<file path="config.mk">
export PLATFORM = sky130hd
export DESIGN_NAME = hsif_status_irq
export DESIGN_NICKNAME = d
export VERILOG_FILES = /design/src/hsif_pkg.sv /design/src/hsif_status_irq.sv
export SDC_FILE = /design/constraint.sdc
export NUM_CORES = 1
export LEC_CHECK = 0
export BUFFER_PORTS_ARGS = -buffer_cell sky130_fd_sc_hd__buf_2
export CAP_MARGIN = 20
export CORE_AREA = 5 5 76 78
export DETAILED_ROUTE_END_ITERATION = 6
export DIE_AREA = 0 0 81 83
export PLACE_DENSITY_LB_ADDON = 0.25
export SLEW_MARGIN = 25
export SYNTH_ARGS = -nofsm -noshare
export SYNTH_HDL_FRONTEND = slang
export SYNTH_SLANG_ARGS = --single-unit
</file>
<file path="constraint.sdc">
create_clock -name i_clk -period 4.96 [get_ports i_clk]
set_input_delay 0.992 -clock i_clk [delete_from_list [all_inputs] [get_ports i_clk]]
set_output_delay 0.992 -clock i_clk [all_outputs]
set_load 0.02 [all_outputs]
</file>
<file path="src/hsif_pkg.sv">
// Purpose: shared constants and types for the haptic status and interrupt-flag block
// Assumes: 8-bit registers on a plain strobe port, one clock
// Notes: offsets are register indices on the plain port
package hsif_pkg;

  // ----------------------------------------------------------------
  // register offsets
  // ----------------------------------------------------------------
  localparam logic [7:0] HSIF_ADDR_DRIVER_FAULT_STATUS = 8'h00;
  localparam logic [7:0] HSIF_ADDR_SUMMARY_FAULT_STATUS = 8'h01;
  localparam logic [7:0] HSIF_ADDR_CONVERTER_BUSY_STATUS = 8'h02;
  localparam logic [7:0] HSIF_ADDR_FAULT_CHANGE_FLAGS = 8'h03;
  localparam logic [7:0] HSIF_ADDR_EVENT_FLAGS = 8'h04;
  localparam logic [7:0] HSIF_ADDR_FAULT_CHANGE_MASK = 8'h06;
  localparam logic [7:0] HSIF_ADDR_EVENT_MASK = 8'h07;
  localparam logic [7:0] HSIF_ADDR_FAULT_CHANGE_CLEAR = 8'h10;
  localparam logic [7:0] HSIF_ADDR_EVENT_CLEAR = 8'h11;

  // ----------------------------------------------------------------
  // field positions
  // ----------------------------------------------------------------
  localparam int HSIF_POS_SUPPLY_DISABLE = 7;
  localparam int HSIF_POS_POS_LOW_OC = 6;
  localparam int HSIF_POS_NEG_LOW_OC = 5;
  localparam int HSIF_POS_POS_HIGH_OC = 4;
  localparam int HSIF_POS_NEG_HIGH_OC = 3;
  localparam int HSIF_POS_THERMAL = 2;
  localparam int HSIF_POS_CLOCK_ON = 1;
  localparam int HSIF_POS_RES_LOCK = 0;
  localparam int HSIF_POS_SUMMARY = 0;
  localparam int HSIF_POS_CONV_RUN = 1;
  localparam int HSIF_POS_TUNE_DONE = 3;
  localparam int HSIF_POS_TIMEOUT = 2;
  localparam int HSIF_POS_UVLO = 1;
  localparam int HSIF_POS_SUM_CHANGE = 0;
  localparam int HSIF_EVENT_BITS = 4;

  // ----------------------------------------------------------------
  // reset values
  // ----------------------------------------------------------------
  localparam logic [7:0] HSIF_RST_BYTE = 8'h00;
  localparam logic [HSIF_EVENT_BITS-1:0] HSIF_RST_EVENT = 4'h0;

  // raw condition inputs from the analog and driver side
  typedef struct packed {
    logic supply_disable_fault;
    logic pos_low_side_overcurrent;
    logic neg_low_side_overcurrent;
    logic pos_high_side_overcurrent;
    logic neg_high_side_overcurrent;
    logic thermal_fault;
    logic driver_clock_on;
    logic resonance_locked;
    logic converter_running;
    logic supply_undervoltage;
    logic vibration_timeout;
    logic tune_done;
  } hsif_cond_t;

  // whole block state
  typedef struct packed {
    hsif_cond_t sync1;
    hsif_cond_t sync2;
    logic [7:0] status0;
    logic summary_fault;
    logic converter_running;
    logic uvlo_q;
    logic timeout_q;
    logic tune_q;
    logic [7:0] fault_change_flags;
    logic [HSIF_EVENT_BITS-1:0] event_flags;
    logic [7:0] fault_change_mask;
    logic [HSIF_EVENT_BITS-1:0] event_mask;
    logic [7:0] rdata;
    logic irq;
    logic driver_lock;
    logic primed;
  } hsif_state_t;

endpackage

</file>
<file path="src/hsif_status_irq.sv">
// Purpose: status bits, sticky change flags, masks and interrupt of the haptic driver
// Assumes: condition inputs are asynchronous levels; tune done is a level pulse at least one clock period wide
// Notes: flags clear by writing 1 to the clear registers; a set beats a clear
//
// Summary of operation
// - bit7 shows supply below disable threshold, locks
// - bit6 shows positive low-side overcurrent, locks
// - bit5 shows negative low-side overcurrent, locks
// - bit4 shows positive high-side overcurrent, locks
// - bit3 shows negative high-side overcurrent, locks
// - bit2 shows overtemperature, locks driver
// - bit1 shows driver clock enabled
// - bit0 shows resonance frequency locked
// - summary bit set while any fault locks
// - converter bit shows conversion running
// - each status0 change sets matching flag
// - event bit3 sets on auto-tune completion
// - event bit2 sets on timeout, locks
// - event bit1 sets on undervoltage, locks
// - event bit0 sets on summary change
// - mask bit 1 passes, 0 blocks flag
//
// The implementer's own choice: the address-and-strobe port.
`timescale 1ns/1ps
`default_nettype none

module hsif_status_irq
  import hsif_pkg::*;
(
  input wire logic i_clk, // 10 MHz system clock
  input wire logic i_sys_rst, // synchronous, active high
  input wire hsif_cond_t i_cond, // raw asynchronous conditions
  input wire logic [7:0] i_addr, // register index
  input wire logic [7:0] i_wdata, // write data
  input wire logic i_wr, // write strobe
  input wire logic i_rd, // read strobe
  output logic [7:0] o_rdata, // read data, cycle after read
  output logic o_irq, // level interrupt
  output logic o_driver_lock // driver locked and disabled
);

  // ----------------------------------------------------------------
  // state
  // ----------------------------------------------------------------
  hsif_state_t st; // registered state
  hsif_state_t next_st; // next state
  logic [7:0] next_status0; // status0 from synchronised inputs
  logic next_summary; // summary fault from synchronised inputs
  logic [HSIF_EVENT_BITS-1:0] ev_set; // event flag set terms
  logic [7:0] fc_set; // change flag set terms

  // write decode shared by several registers
  function automatic logic hit(input logic wr, input logic [7:0] a, input logic [7:0] r);
    hit = wr && (a == r);
  endfunction

  // ----------------------------------------------------------------
  // next-state logic
  // ----------------------------------------------------------------
  always_comb begin
    next_st = st;
    // two-stage synchroniser on every raw condition
    next_st.sync1 = i_cond;
    next_st.sync2 = st.sync1;
    // status0 fields from the second stage only
    next_status0[HSIF_POS_SUPPLY_DISABLE] = st.sync2.supply_disable_fault;
    next_status0[HSIF_POS_POS_LOW_OC] = st.sync2.pos_low_side_overcurrent;
    next_status0[HSIF_POS_NEG_LOW_OC] = st.sync2.neg_low_side_overcurrent;
    next_status0[HSIF_POS_POS_HIGH_OC] = st.sync2.pos_high_side_overcurrent;
    next_status0[HSIF_POS_NEG_HIGH_OC] = st.sync2.neg_high_side_overcurrent;
    next_status0[HSIF_POS_THERMAL] = st.sync2.thermal_fault;
    next_status0[HSIF_POS_CLOCK_ON] = st.sync2.driver_clock_on;
    next_status0[HSIF_POS_RES_LOCK] = st.sync2.resonance_locked;
    // any locking fault, including timeout and undervoltage
    next_summary = (|next_status0[HSIF_POS_SUPPLY_DISABLE:HSIF_POS_THERMAL])
                   || st.sync2.supply_undervoltage || st.sync2.vibration_timeout;
    next_st.status0 = next_status0;
    next_st.summary_fault = next_summary;
    next_st.converter_running = st.sync2.converter_running;
    next_st.driver_lock = next_summary;
    next_st.uvlo_q = st.sync2.supply_undervoltage;
    next_st.timeout_q = st.sync2.vibration_timeout;
    next_st.tune_q = st.sync2.tune_done;
    next_st.primed = 1'b1;
    // change detection is held off for the first cycle so reset values do not flag
    fc_set = st.primed ? (next_status0 ^ st.status0) : 8'h00;
    ev_set = '0;
    if (st.primed) begin
      ev_set[HSIF_POS_TUNE_DONE] = st.sync2.tune_done && !st.tune_q;
      ev_set[HSIF_POS_TIMEOUT] = st.sync2.vibration_timeout && !st.timeout_q;
      ev_set[HSIF_POS_UVLO] = st.sync2.supply_undervoltage && !st.uvlo_q;
      ev_set[HSIF_POS_SUM_CHANGE] = next_summary ^ st.summary_fault;
    end
    // sticky flags: clear by write-one, set wins over clear
    next_st.fault_change_flags = fc_set | (st.fault_change_flags &
      ~(hit(i_wr, i_addr, HSIF_ADDR_FAULT_CHANGE_CLEAR) ? i_wdata : 8'h00));
    next_st.event_flags = ev_set | (st.event_flags &
      ~(hit(i_wr, i_addr, HSIF_ADDR_EVENT_CLEAR) ? i_wdata[HSIF_EVENT_BITS-1:0]
        : HSIF_RST_EVENT));
    // mask registers
    if (hit(i_wr, i_addr, HSIF_ADDR_FAULT_CHANGE_MASK)) begin
      next_st.fault_change_mask = i_wdata;
    end
    if (hit(i_wr, i_addr, HSIF_ADDR_EVENT_MASK)) begin
      next_st.event_mask = i_wdata[HSIF_EVENT_BITS-1:0];
    end
    // interrupt from unmasked flags as they will stand
    next_st.irq = |(next_st.fault_change_flags & next_st.fault_change_mask)
                  || |(next_st.event_flags & next_st.event_mask);
    // read mux, unmapped reads give zero
    next_st.rdata = 8'h00;
    if (i_rd) begin
      case (i_addr)
        HSIF_ADDR_DRIVER_FAULT_STATUS: next_st.rdata = st.status0;
        HSIF_ADDR_SUMMARY_FAULT_STATUS: next_st.rdata = {7'h00, st.summary_fault};
        HSIF_ADDR_CONVERTER_BUSY_STATUS: next_st.rdata = {6'h00, st.converter_running, 1'b0};
        HSIF_ADDR_FAULT_CHANGE_FLAGS: next_st.rdata = st.fault_change_flags;
        HSIF_ADDR_EVENT_FLAGS: next_st.rdata = {4'h0, st.event_flags};
        HSIF_ADDR_FAULT_CHANGE_MASK: next_st.rdata = st.fault_change_mask;
        HSIF_ADDR_EVENT_MASK: next_st.rdata = {4'h0, st.event_mask};
        default: next_st.rdata = 8'h00;
      endcase
    end
  end

  // ----------------------------------------------------------------
  // state register
  // ----------------------------------------------------------------
  always_ff @(posedge i_clk) begin
    if (i_sys_rst) begin
      st <= '0;
    end else begin
      st <= next_st;
    end
  end

  // outputs straight from flip-flops
  assign o_rdata = st.rdata;
  assign o_irq = st.irq;
  assign o_driver_lock = st.driver_lock;

  // ----------------------------------------------------------------
  // assertions
  // ----------------------------------------------------------------
  property p_supply_bit;
    @(posedge i_clk) disable iff (i_sys_rst)
    $past(st.sync2.supply_disable_fault) |-> st.status0[HSIF_POS_SUPPLY_DISABLE];
  endproperty
  a_supply_bit: assert property (p_supply_bit)
    else $error("supply bit not set");

  // thermal bit follows the synchronised level one edge later
  property p_thermal_bit;
    @(posedge i_clk) disable iff (i_sys_rst)
    st.primed |-> st.status0[HSIF_POS_THERMAL] == $past(st.sync2.thermal_fault);
  endproperty
  a_thermal_bit: assert property (p_thermal_bit)
    else $error("thermal bit wrong");

  // clock-on bit follows the synchronised level one edge later
  property p_clock_bit;
    @(posedge i_clk) disable iff (i_sys_rst)
    st.primed |-> st.status0[HSIF_POS_CLOCK_ON] == $past(st.sync2.driver_clock_on);
  endproperty
  a_clock_bit: assert property (p_clock_bit)
    else $error("clock bit wrong");

  // resonance lock bit follows the synchronised level one edge later
  property p_res_lock_bit;
    @(posedge i_clk) disable iff (i_sys_rst)
    st.primed |-> st.status0[HSIF_POS_RES_LOCK] == $past(st.sync2.resonance_locked);
  endproperty
  a_res_lock_bit: assert property (p_res_lock_bit)
    else $error("resonance lock bit wrong");

  // converter busy bit follows the synchronised level one edge later
  property p_conv_bit;
    @(posedge i_clk) disable iff (i_sys_rst)
    st.primed |-> st.converter_running == $past(st.sync2.converter_running);
  endproperty
  a_conv_bit: assert property (p_conv_bit)
    else $error("converter bit wrong");

  // summary is exactly the or of every locking fault, high and low
  property p_summary;
    @(posedge i_clk) disable iff (i_sys_rst)
    st.primed |-> st.summary_fault == ((|st.status0[7:2])
      || $past(st.sync2.supply_undervoltage) || $past(st.sync2.vibration_timeout));
  endproperty
  a_summary: assert property (p_summary)
    else $error("summary bit wrong");

  // the lock output never parts from the summary fault
  property p_lock_out;
    @(posedge i_clk) disable iff (i_sys_rst)
    o_driver_lock == st.summary_fault;
  endproperty
  a_lock_out: assert property (p_lock_out)
    else $error("lock output wrong");

  property p_oc_bits;
    @(posedge i_clk) disable iff (i_sys_rst)
    st.primed |-> st.status0[6:3] == {$past(st.sync2.pos_low_side_overcurrent),
      $past(st.sync2.neg_low_side_overcurrent), $past(st.sync2.pos_high_side_overcurrent),
      $past(st.sync2.neg_high_side_overcurrent)};
  endproperty
  a_oc_bits: assert property (p_oc_bits)
    else $error("overcurrent bits wrong");

  property p_lock;
    @(posedge i_clk) disable iff (i_sys_rst)
    (|st.status0[7:2]) |-> (st.summary_fault && o_driver_lock);
  endproperty
  a_lock: assert property (p_lock)
    else $error("fault without lock");

  property p_change;
    @(posedge i_clk) disable iff (i_sys_rst)
    (st.primed && $past(st.primed) && st.status0 != $past(st.status0))
      |-> ((st.status0 ^ $past(st.status0)) & ~st.fault_change_flags) == 8'h00;
  endproperty
  a_change: assert property (p_change)
    else $error("change flag missed");

  property p_sum_change;
    @(posedge i_clk) disable iff (i_sys_rst)
    ($past(st.primed) && $changed(st.summary_fault)) |-> st.event_flags[HSIF_POS_SUM_CHANGE];
  endproperty
  a_sum_change: assert property (p_sum_change)
    else $error("summary change missed");

  property p_timeout;
    @(posedge i_clk) disable iff (i_sys_rst)
    $rose(st.timeout_q) && $past(st.primed) |-> st.event_flags[HSIF_POS_TIMEOUT];
  endproperty
  a_timeout: assert property (p_timeout)
    else $error("timeout flag missed");

  // ----------------------------------------------------------------
  // event flag, change flag and interrupt assertions
  // ----------------------------------------------------------------

  // undervoltage rise sets its event flag at the same edge
  property p_uvlo;
    @(posedge i_clk) disable iff (i_sys_rst)
    $rose(st.uvlo_q) && $past(st.primed) |-> st.event_flags[HSIF_POS_UVLO];
  endproperty
  a_uvlo: assert property (p_uvlo)
    else $error("undervoltage flag missed");

  // tune completion rise sets its event flag at the same edge
  property p_tune;
    @(posedge i_clk) disable iff (i_sys_rst)
    $rose(st.tune_q) && $past(st.primed) |-> st.event_flags[HSIF_POS_TUNE_DONE];
  endproperty
  a_tune: assert property (p_tune)
    else $error("tune flag missed");

  property p_sticky;
    @(posedge i_clk) disable iff (i_sys_rst)
    (st.event_flags[HSIF_POS_TUNE_DONE] && !(i_wr && i_addr == HSIF_ADDR_EVENT_CLEAR))
      |=> st.event_flags[HSIF_POS_TUNE_DONE];
  endproperty
  a_sticky: assert property (p_sticky)
    else $error("flag dropped without clear");

  // a change that meets a clear in the same cycle still leaves its flag set
  property p_fc_set_wins;
    @(posedge i_clk) disable iff (i_sys_rst)
    (|fc_set) |=> (st.fault_change_flags & $past(fc_set)) == $past(fc_set);
  endproperty
  a_fc_set_wins: assert property (p_fc_set_wins)
    else $error("change flag lost to clear");

  // an event that meets a clear in the same cycle still leaves its flag set
  property p_ev_set_wins;
    @(posedge i_clk) disable iff (i_sys_rst)
    (|ev_set) |=> (st.event_flags & $past(ev_set)) == $past(ev_set);
  endproperty
  a_ev_set_wins: assert property (p_ev_set_wins)
    else $error("event flag lost to clear");

  // write-one clear drops every chosen change flag not being set again
  property p_fc_clear;
    @(posedge i_clk) disable iff (i_sys_rst)
    (i_wr && i_addr == HSIF_ADDR_FAULT_CHANGE_CLEAR)
      |=> (st.fault_change_flags & $past(i_wdata) & ~$past(fc_set)) == 8'h00;
  endproperty
  a_fc_clear: assert property (p_fc_clear)
    else $error("change flag not cleared");

  // write-one clear drops every chosen event flag not being set again
  property p_ev_clear;
    @(posedge i_clk) disable iff (i_sys_rst)
    (i_wr && i_addr == HSIF_ADDR_EVENT_CLEAR)
      |=> ({4'h0, st.event_flags} & $past(i_wdata) & ~{4'h0, $past(ev_set)}) == 8'h00;
  endproperty
  a_ev_clear: assert property (p_ev_clear)
    else $error("event flag not cleared");

  // change flags never drop without a write to their clear register
  property p_fc_sticky;
    @(posedge i_clk) disable iff (i_sys_rst)
    !(i_wr && i_addr == HSIF_ADDR_FAULT_CHANGE_CLEAR)
      |=> (~st.fault_change_flags & $past(st.fault_change_flags)) == 8'h00;
  endproperty
  a_fc_sticky: assert property (p_fc_sticky)
    else $error("change flag dropped without clear");

  property p_irq;
    @(posedge i_clk) disable iff (i_sys_rst)
    o_irq == (|(st.fault_change_flags & st.fault_change_mask)
              || |(st.event_flags & st.event_mask));
  endproperty
  a_irq: assert property (p_irq)
    else $error("interrupt mismatch");

  // ----------------------------------------------------------------
  // mask and register port assertions
  // ----------------------------------------------------------------

  // with every mask at zero the interrupt stays low
  property p_masked_quiet;
    @(posedge i_clk) disable iff (i_sys_rst)
    (st.fault_change_mask == 8'h00 && st.event_mask == HSIF_RST_EVENT) |-> !o_irq;
  endproperty
  a_masked_quiet: assert property (p_masked_quiet)
    else $error("masked flag raised interrupt");

  // change mask write lands at the next edge
  property p_fc_mask_write;
    @(posedge i_clk) disable iff (i_sys_rst)
    (i_wr && i_addr == HSIF_ADDR_FAULT_CHANGE_MASK)
      |=> st.fault_change_mask == $past(i_wdata);
  endproperty
  a_fc_mask_write: assert property (p_fc_mask_write)
    else $error("change mask write lost");

  // event mask write lands at the next edge
  property p_ev_mask_write;
    @(posedge i_clk) disable iff (i_sys_rst)
    (i_wr && i_addr == HSIF_ADDR_EVENT_MASK)
      |=> st.event_mask == $past(i_wdata[HSIF_EVENT_BITS-1:0]);
  endproperty
  a_ev_mask_write: assert property (p_ev_mask_write)
    else $error("event mask write lost");

  property p_read;
    @(posedge i_clk) disable iff (i_sys_rst)
    (i_rd && i_addr == HSIF_ADDR_CONVERTER_BUSY_STATUS)
      |=> o_rdata == {6'h00, $past(st.converter_running), 1'b0};
  endproperty
  a_read: assert property (p_read)
    else $error("converter read wrong");

  // driver fault status read returns the register one cycle later
  property p_read_status;
    @(posedge i_clk) disable iff (i_sys_rst)
    (i_rd && i_addr == HSIF_ADDR_DRIVER_FAULT_STATUS)
      |=> o_rdata == $past(st.status0);
  endproperty
  a_read_status: assert property (p_read_status)
    else $error("status read wrong");

  // summary read returns the fault bit in bit zero only
  property p_read_summary;
    @(posedge i_clk) disable iff (i_sys_rst)
    (i_rd && i_addr == HSIF_ADDR_SUMMARY_FAULT_STATUS)
      |=> o_rdata == {7'h00, $past(st.summary_fault)};
  endproperty
  a_read_summary: assert property (p_read_summary)
    else $error("summary read wrong");

  // change flag read returns the sticky flags one cycle later
  property p_read_flags;
    @(posedge i_clk) disable iff (i_sys_rst)
    (i_rd && i_addr == HSIF_ADDR_FAULT_CHANGE_FLAGS)
      |=> o_rdata == $past(st.fault_change_flags);
  endproperty
  a_read_flags: assert property (p_read_flags)
    else $error("change flag read wrong");

endmodule

`default_nettype wire

</file>
# Yosys cells after proc, flatten, opt, wreduce, memory -nomap -nowiden
# Cells that the tools add are included.
# op_classes
order_cmp	0
n_mux	8
n_bitwise	11
eq_ne	8
n_reduce_logical	18
n_div	0
n_shift	0
add_sub_neg	0
mul	0
# ops
cell	count
$pmux 8 s7	1
$eq 8x3->1 const B	3
$mux 8	3
$and 8x8->8	2
$eq 8x2->1 const B	2
$eq 8x5->1 const B	2
$mux 4	3
$and 4x4->4	2
$eq 8x1->1 const B	1
$logic_not 8->1	1
$not 8->8	1
$or 8x8->8	1
$reduce_or 8->1	1
$xor 8x8->8	1
$logic_and 1x1->1	7
$reduce_or 6->1	1
$not 4->4	1
$or 4x4->4	1
$reduce_or 4->1	1
$logic_not 1->1	3
$logic_or 1x1->1	3
$reduce_or 2->1	1
$mux 1	1
$not 1->1	1
$xor 1x1->1	1
# word_totals
ramBits	0
in_bits	32
register_bits	71
latch_bits	0
out_inout_bits	10
romBits	0
mem_count	0

# Depth between registers and ports, before layout
# logic_depth
depth_word	9
depth_mapped	7
mapped_depth_nobuf	5

# Worst setup path after synthesis
# OpenSTA, ideal clock, no wires.
# synth_timing
path_kind	input -> register
startpoint	input i_addr[5]
endpoint	register st, in the netlist o_irq
t_arrival_ns	2.817
n_path_buf	1
setup_time_ns	0.143
cell_stages	6
setup_slack_ns	2.000
required_ns	4.817
path_cell_list	or4_1 > buf_2 > or3_4 > a221o_1 > a2111oi_2 > a41oi_1
# synth_via
elab_chain_len	9
word_cells_on_any_way	23
cone_classes	eq/ne (4); mux (4); bitwise (8); reduce/logical (7)
# synth_lines
item	line	source
from (decl)	hsif_status_irq.sv:33	input wire logic [7:0] i_addr,
$eq 8x5->1	hsif_status_irq.sv:54	hit = wr && (a == r);
$logic_and 1x1->1	hsif_status_irq.sv:54	
$mux 8 or $mux 4 (tied branches)	hsif_status_irq.sv:96, hsif_status_irq.sv:98	
$not 8->8 or $not 4->4 (tied branches)	hsif_status_irq.sv:96, hsif_status_irq.sv:98	
$and 8x8->8 or $and 4x4->4 (tied branches)	hsif_status_irq.sv:95, hsif_status_irq.sv:97	
$or 8x8->8 or $or 4x4->4 (tied branches)	hsif_status_irq.sv:95, hsif_status_irq.sv:97	
$and 8x8->8 or $and 4x4->4 (tied branches)	hsif_status_irq.sv:108, hsif_status_irq.sv:109	
$reduce_or 8->1 or $reduce_or 4->1 (tied branches)	hsif_status_irq.sv:108, hsif_status_irq.sv:109	
$logic_or 1x1->1 *	hsif_status_irq.sv:109	|| |(next_st.event_flags & next_st.event_mask);
to (signal assigned)	hsif_status_irq.sv:133	st <= next_st;
to (decl)	hsif_status_irq.sv:45	hsif_state_t st;
# Every way passes the cells marked *; elsewhere a longest branch is shown, timed or not.
# A chain may end at the register's enable or synchronous reset.

# Final worst setup path
# Ends and elaborated chain as after synthesis.

==> metrics.md <==
| Metric | Value |
|---|---|
| Status | `complete, no violations` |
| Vias in the first global route | `around 2,100` |
| # setup viols final | `0` |
| Synthesized Nets | `roughly 320` |
| Most common cell in the netlist | `dfxtp_1` |
| Normalized max-slew margin | `0.387` |
| Gate count after technology mapping | `around 290` |
| Metal-1 WL | `2850 um` |
| Core Area | `~5000 sq um` |
| Post-placement cell area | `between 3000 and 4000 sq um` |
| Crit Path Max Fanout | `19` |
| Setup slack after layout | `between 1.5 and 2 ns` |
| Setup crit end kind | `register` |
| Area leader, netlist | `dfxtp_1` |
| Setup TNS | `0 ns` |
| Clk slew on worst S/H paths | `0.07 ns` |
| CTS tree | `done` |
| Nets | `350` |
| Synth warnings | `0` |
| DR top layer | `met4` |
| Largest cells by area after synthesis | `dfxtp_1 (50%), nor2b_1 (9.2%), a22oi_1 (3.7%)` |
| Wirelength per Cell | `about 16 um` |
| First-pass GRT wire length | `10,200 um` |
| Antenna-violating nets left | `0` |
| Clk_skew | `0.00720 ns` |
| Mapped cell area | `approximately 2900 sq um` |
| DR iter-0 viols | `around 230` |
| Crit path max-delay family | `compound AO/OA/AOI/OAI gates` |
| Die X | `81 um` |
| Worst Max-Slew Pin Slew | `approximately 0.92 ns` |
| Slew Viols, Final | `0` |
| Unrepaired setup endpoints after global routing | `false` |
| Ratio of cells with drive above 1 in the final layout | `0.211` |
| Pin count of the biggest net entering global routing | `53` |
| Setup WS pre-CTS | `roughly 1.5 ns` |
| Critical path class | `in2reg` |
| Die height | `between 80 and 90 um` |
| Critical path's slowest cell | `or4_1` |
| Number of synthesized flops with an enable pin | `0` |
| Drt drc | `0` |
| Post-DP HPWL | `about 4400 um` |
| Total chip power | `0.00112 W` |
| GRT Total Usage | `0.198` |
| Post-cts sizing count | `0` |
| Period utilization | `0.643` |
| Worst min path class | `reg2reg` |
| Synth top cells by count | `dfxtp_1 (71), nor2b_1 (42), clkbuf_1 (15)` |
| CTS buffer count | `9` |
| Via count | `2,278` |
| Synth Flop Type | `dfxtp_1` |
| Critical path, cell by cell | `buf_2 > or4_1 > o41ai_1 > a22oi_1 > a2111oi_0 > a41oi_1` |
| Insertion delay to the later sink of the worst-skew pair | `about 0.34 ns` |
| Port bufs | `slightly above 40` |
| Hold_buf cts | `0` |
| DRT Pass-1 Iters | `5` |
| Post-Route WL | `6410 um` |
| DIE AREA | `6720 sq um` |
| Power Dens Cells | `approximately 350 nW/um^2` |
| Clk sinks | `around 70` |
| Metal2 WL | `roughly 2700 um` |
| Initial antenna violation count | `0` |
| Critical Path RT | `roughly 5.1 ns` |
| LEAKAGE | `around 1.3 nW` |
| Crit path DAT | `3.36 ns` |
| Final min period | `~3.2 ns` |
| Final hold violation count | `0` |
| Register area share after synthesis | `0.495` |
| Worst setup SP type | `input pin` |
| Row cnt | `26` |
| Placer Congestion | `0.919` |
| H-tree depth | `3` |
| DR vias/cell | `between 5 and 6` |
| Synthesized flop and latch total | `slightly above 70` |
| Design Area, Final | `~3200 sq um` |
| Asr flop ratio synth | `0` |
| Num ports | `42` |
| Max incr delay on CP | `0.86 ns` |
| Syn avg cell area | `9.86 sq um` |
| Setup Buffers After CTS | `0` |
| Max Fclk | `between 300 and 400 MHz` |
| Max-cap viol count | `0` |
| Max Buffers Root-to-Sink | `2` |
| Initial Util | `0.573` |
| Area delta synth->final | `12.4%` |
| Post-synth top area share | `0.495` |
| Root Buffer | `clkbuf_8` |
| Worst vdd ir | `293 uV` |
| Unique masters post-synth | `44` |
| Ant. Diodes | `0` |
| Met3 WL | `around 600 um` |
| Buf/Inv on CP | `1` |
| Grt ovf | `0` |
## report_power, final
part	internal (W)	switching, W
Combinational	0.0000351	0.0000484
Sequential	0.000589	0.0000126
Clock	0.000230	0.000208
## placed cells by master, fill, tap and decap left out, types with 5 or more instances in the layout
master	n
nor2_1	11
o31ai_1	6
nand4_1	8
mux2_2	9
clkbuf_8	9
inv_1	7
a22oi_1	14
o41ai_1	8
a21oi_1	14
nand2_1	12
and2_1	11
nor2b_1	42
dfxtp_1	71
xor2_1	8
buf_2	41
a22o_1	5
## path summary, 6_finish.rpt
kind	start	endpoint	slack, ns	cells after the start
setup / recovery	i_addr[5]	o_irq	1.77	6
hold / removal	next_st[56]	next_st[44]	0.44	1
setup reg to reg	next_st[45]	o_irq	3.04	5
hold reg to reg	next_st[56]	next_st[44]	0.44	1
## layer usage
| metal | GRT usage | vias up |
|---|---|---|
| li1 | - | 1097 |
| met4 | 0.138 | 0 |
| met2 | 0.274 | 150 |
| met3 | 0.0444 | 21 |
| met5 | 0 | - |
| met1 | 0.269 | 1010 |
## area by class of cell
| class | instances | area, sq um |
|---|---|---|
| fill | 440 | 1780 |
| sequential | 71 | 1420 |
| multi-input combinational | 188 | 1300 |
| timing repair buffer | 41 | 205 |
| clock buffer | 10 | 128 |
| tap | 70 | 87.6 |
| clock inverter | 6 | 61.3 |
| inverter | 7 | 26.3 |
## stage by stage
step,hold WS [ns],utilization,std cells
2_1_floorplan,0.414,-,291
3_3_place_gp,0.416,0.606,377
3_5_place_dp,0.420,0.606,377
4_1_cts,0.438,0.644,393
5_1_grt,0.456,0.644,393
6_report,0.437,0.644,393
## sequential cells by signal, indices dropped and copies added, names as in the netlist
signal,cells
next_st,24
o_driver_lock,1
o_irq,1
o_rdata,8
st,37
## cell families (layout without fill, tap and decap cells)
group,Yosys count,count (layout),synth area share
xor gates and xnor gates,8,8,0.0244
muxes,12,12,0.0458
AOI/OAI and AO/OA,66,66,0.173
and+or+nand+nor,102,102,0.209
DFF,71,71,0.495
buffers and inverters,32,64,0.0528
(Power assumes the default switching activity.)
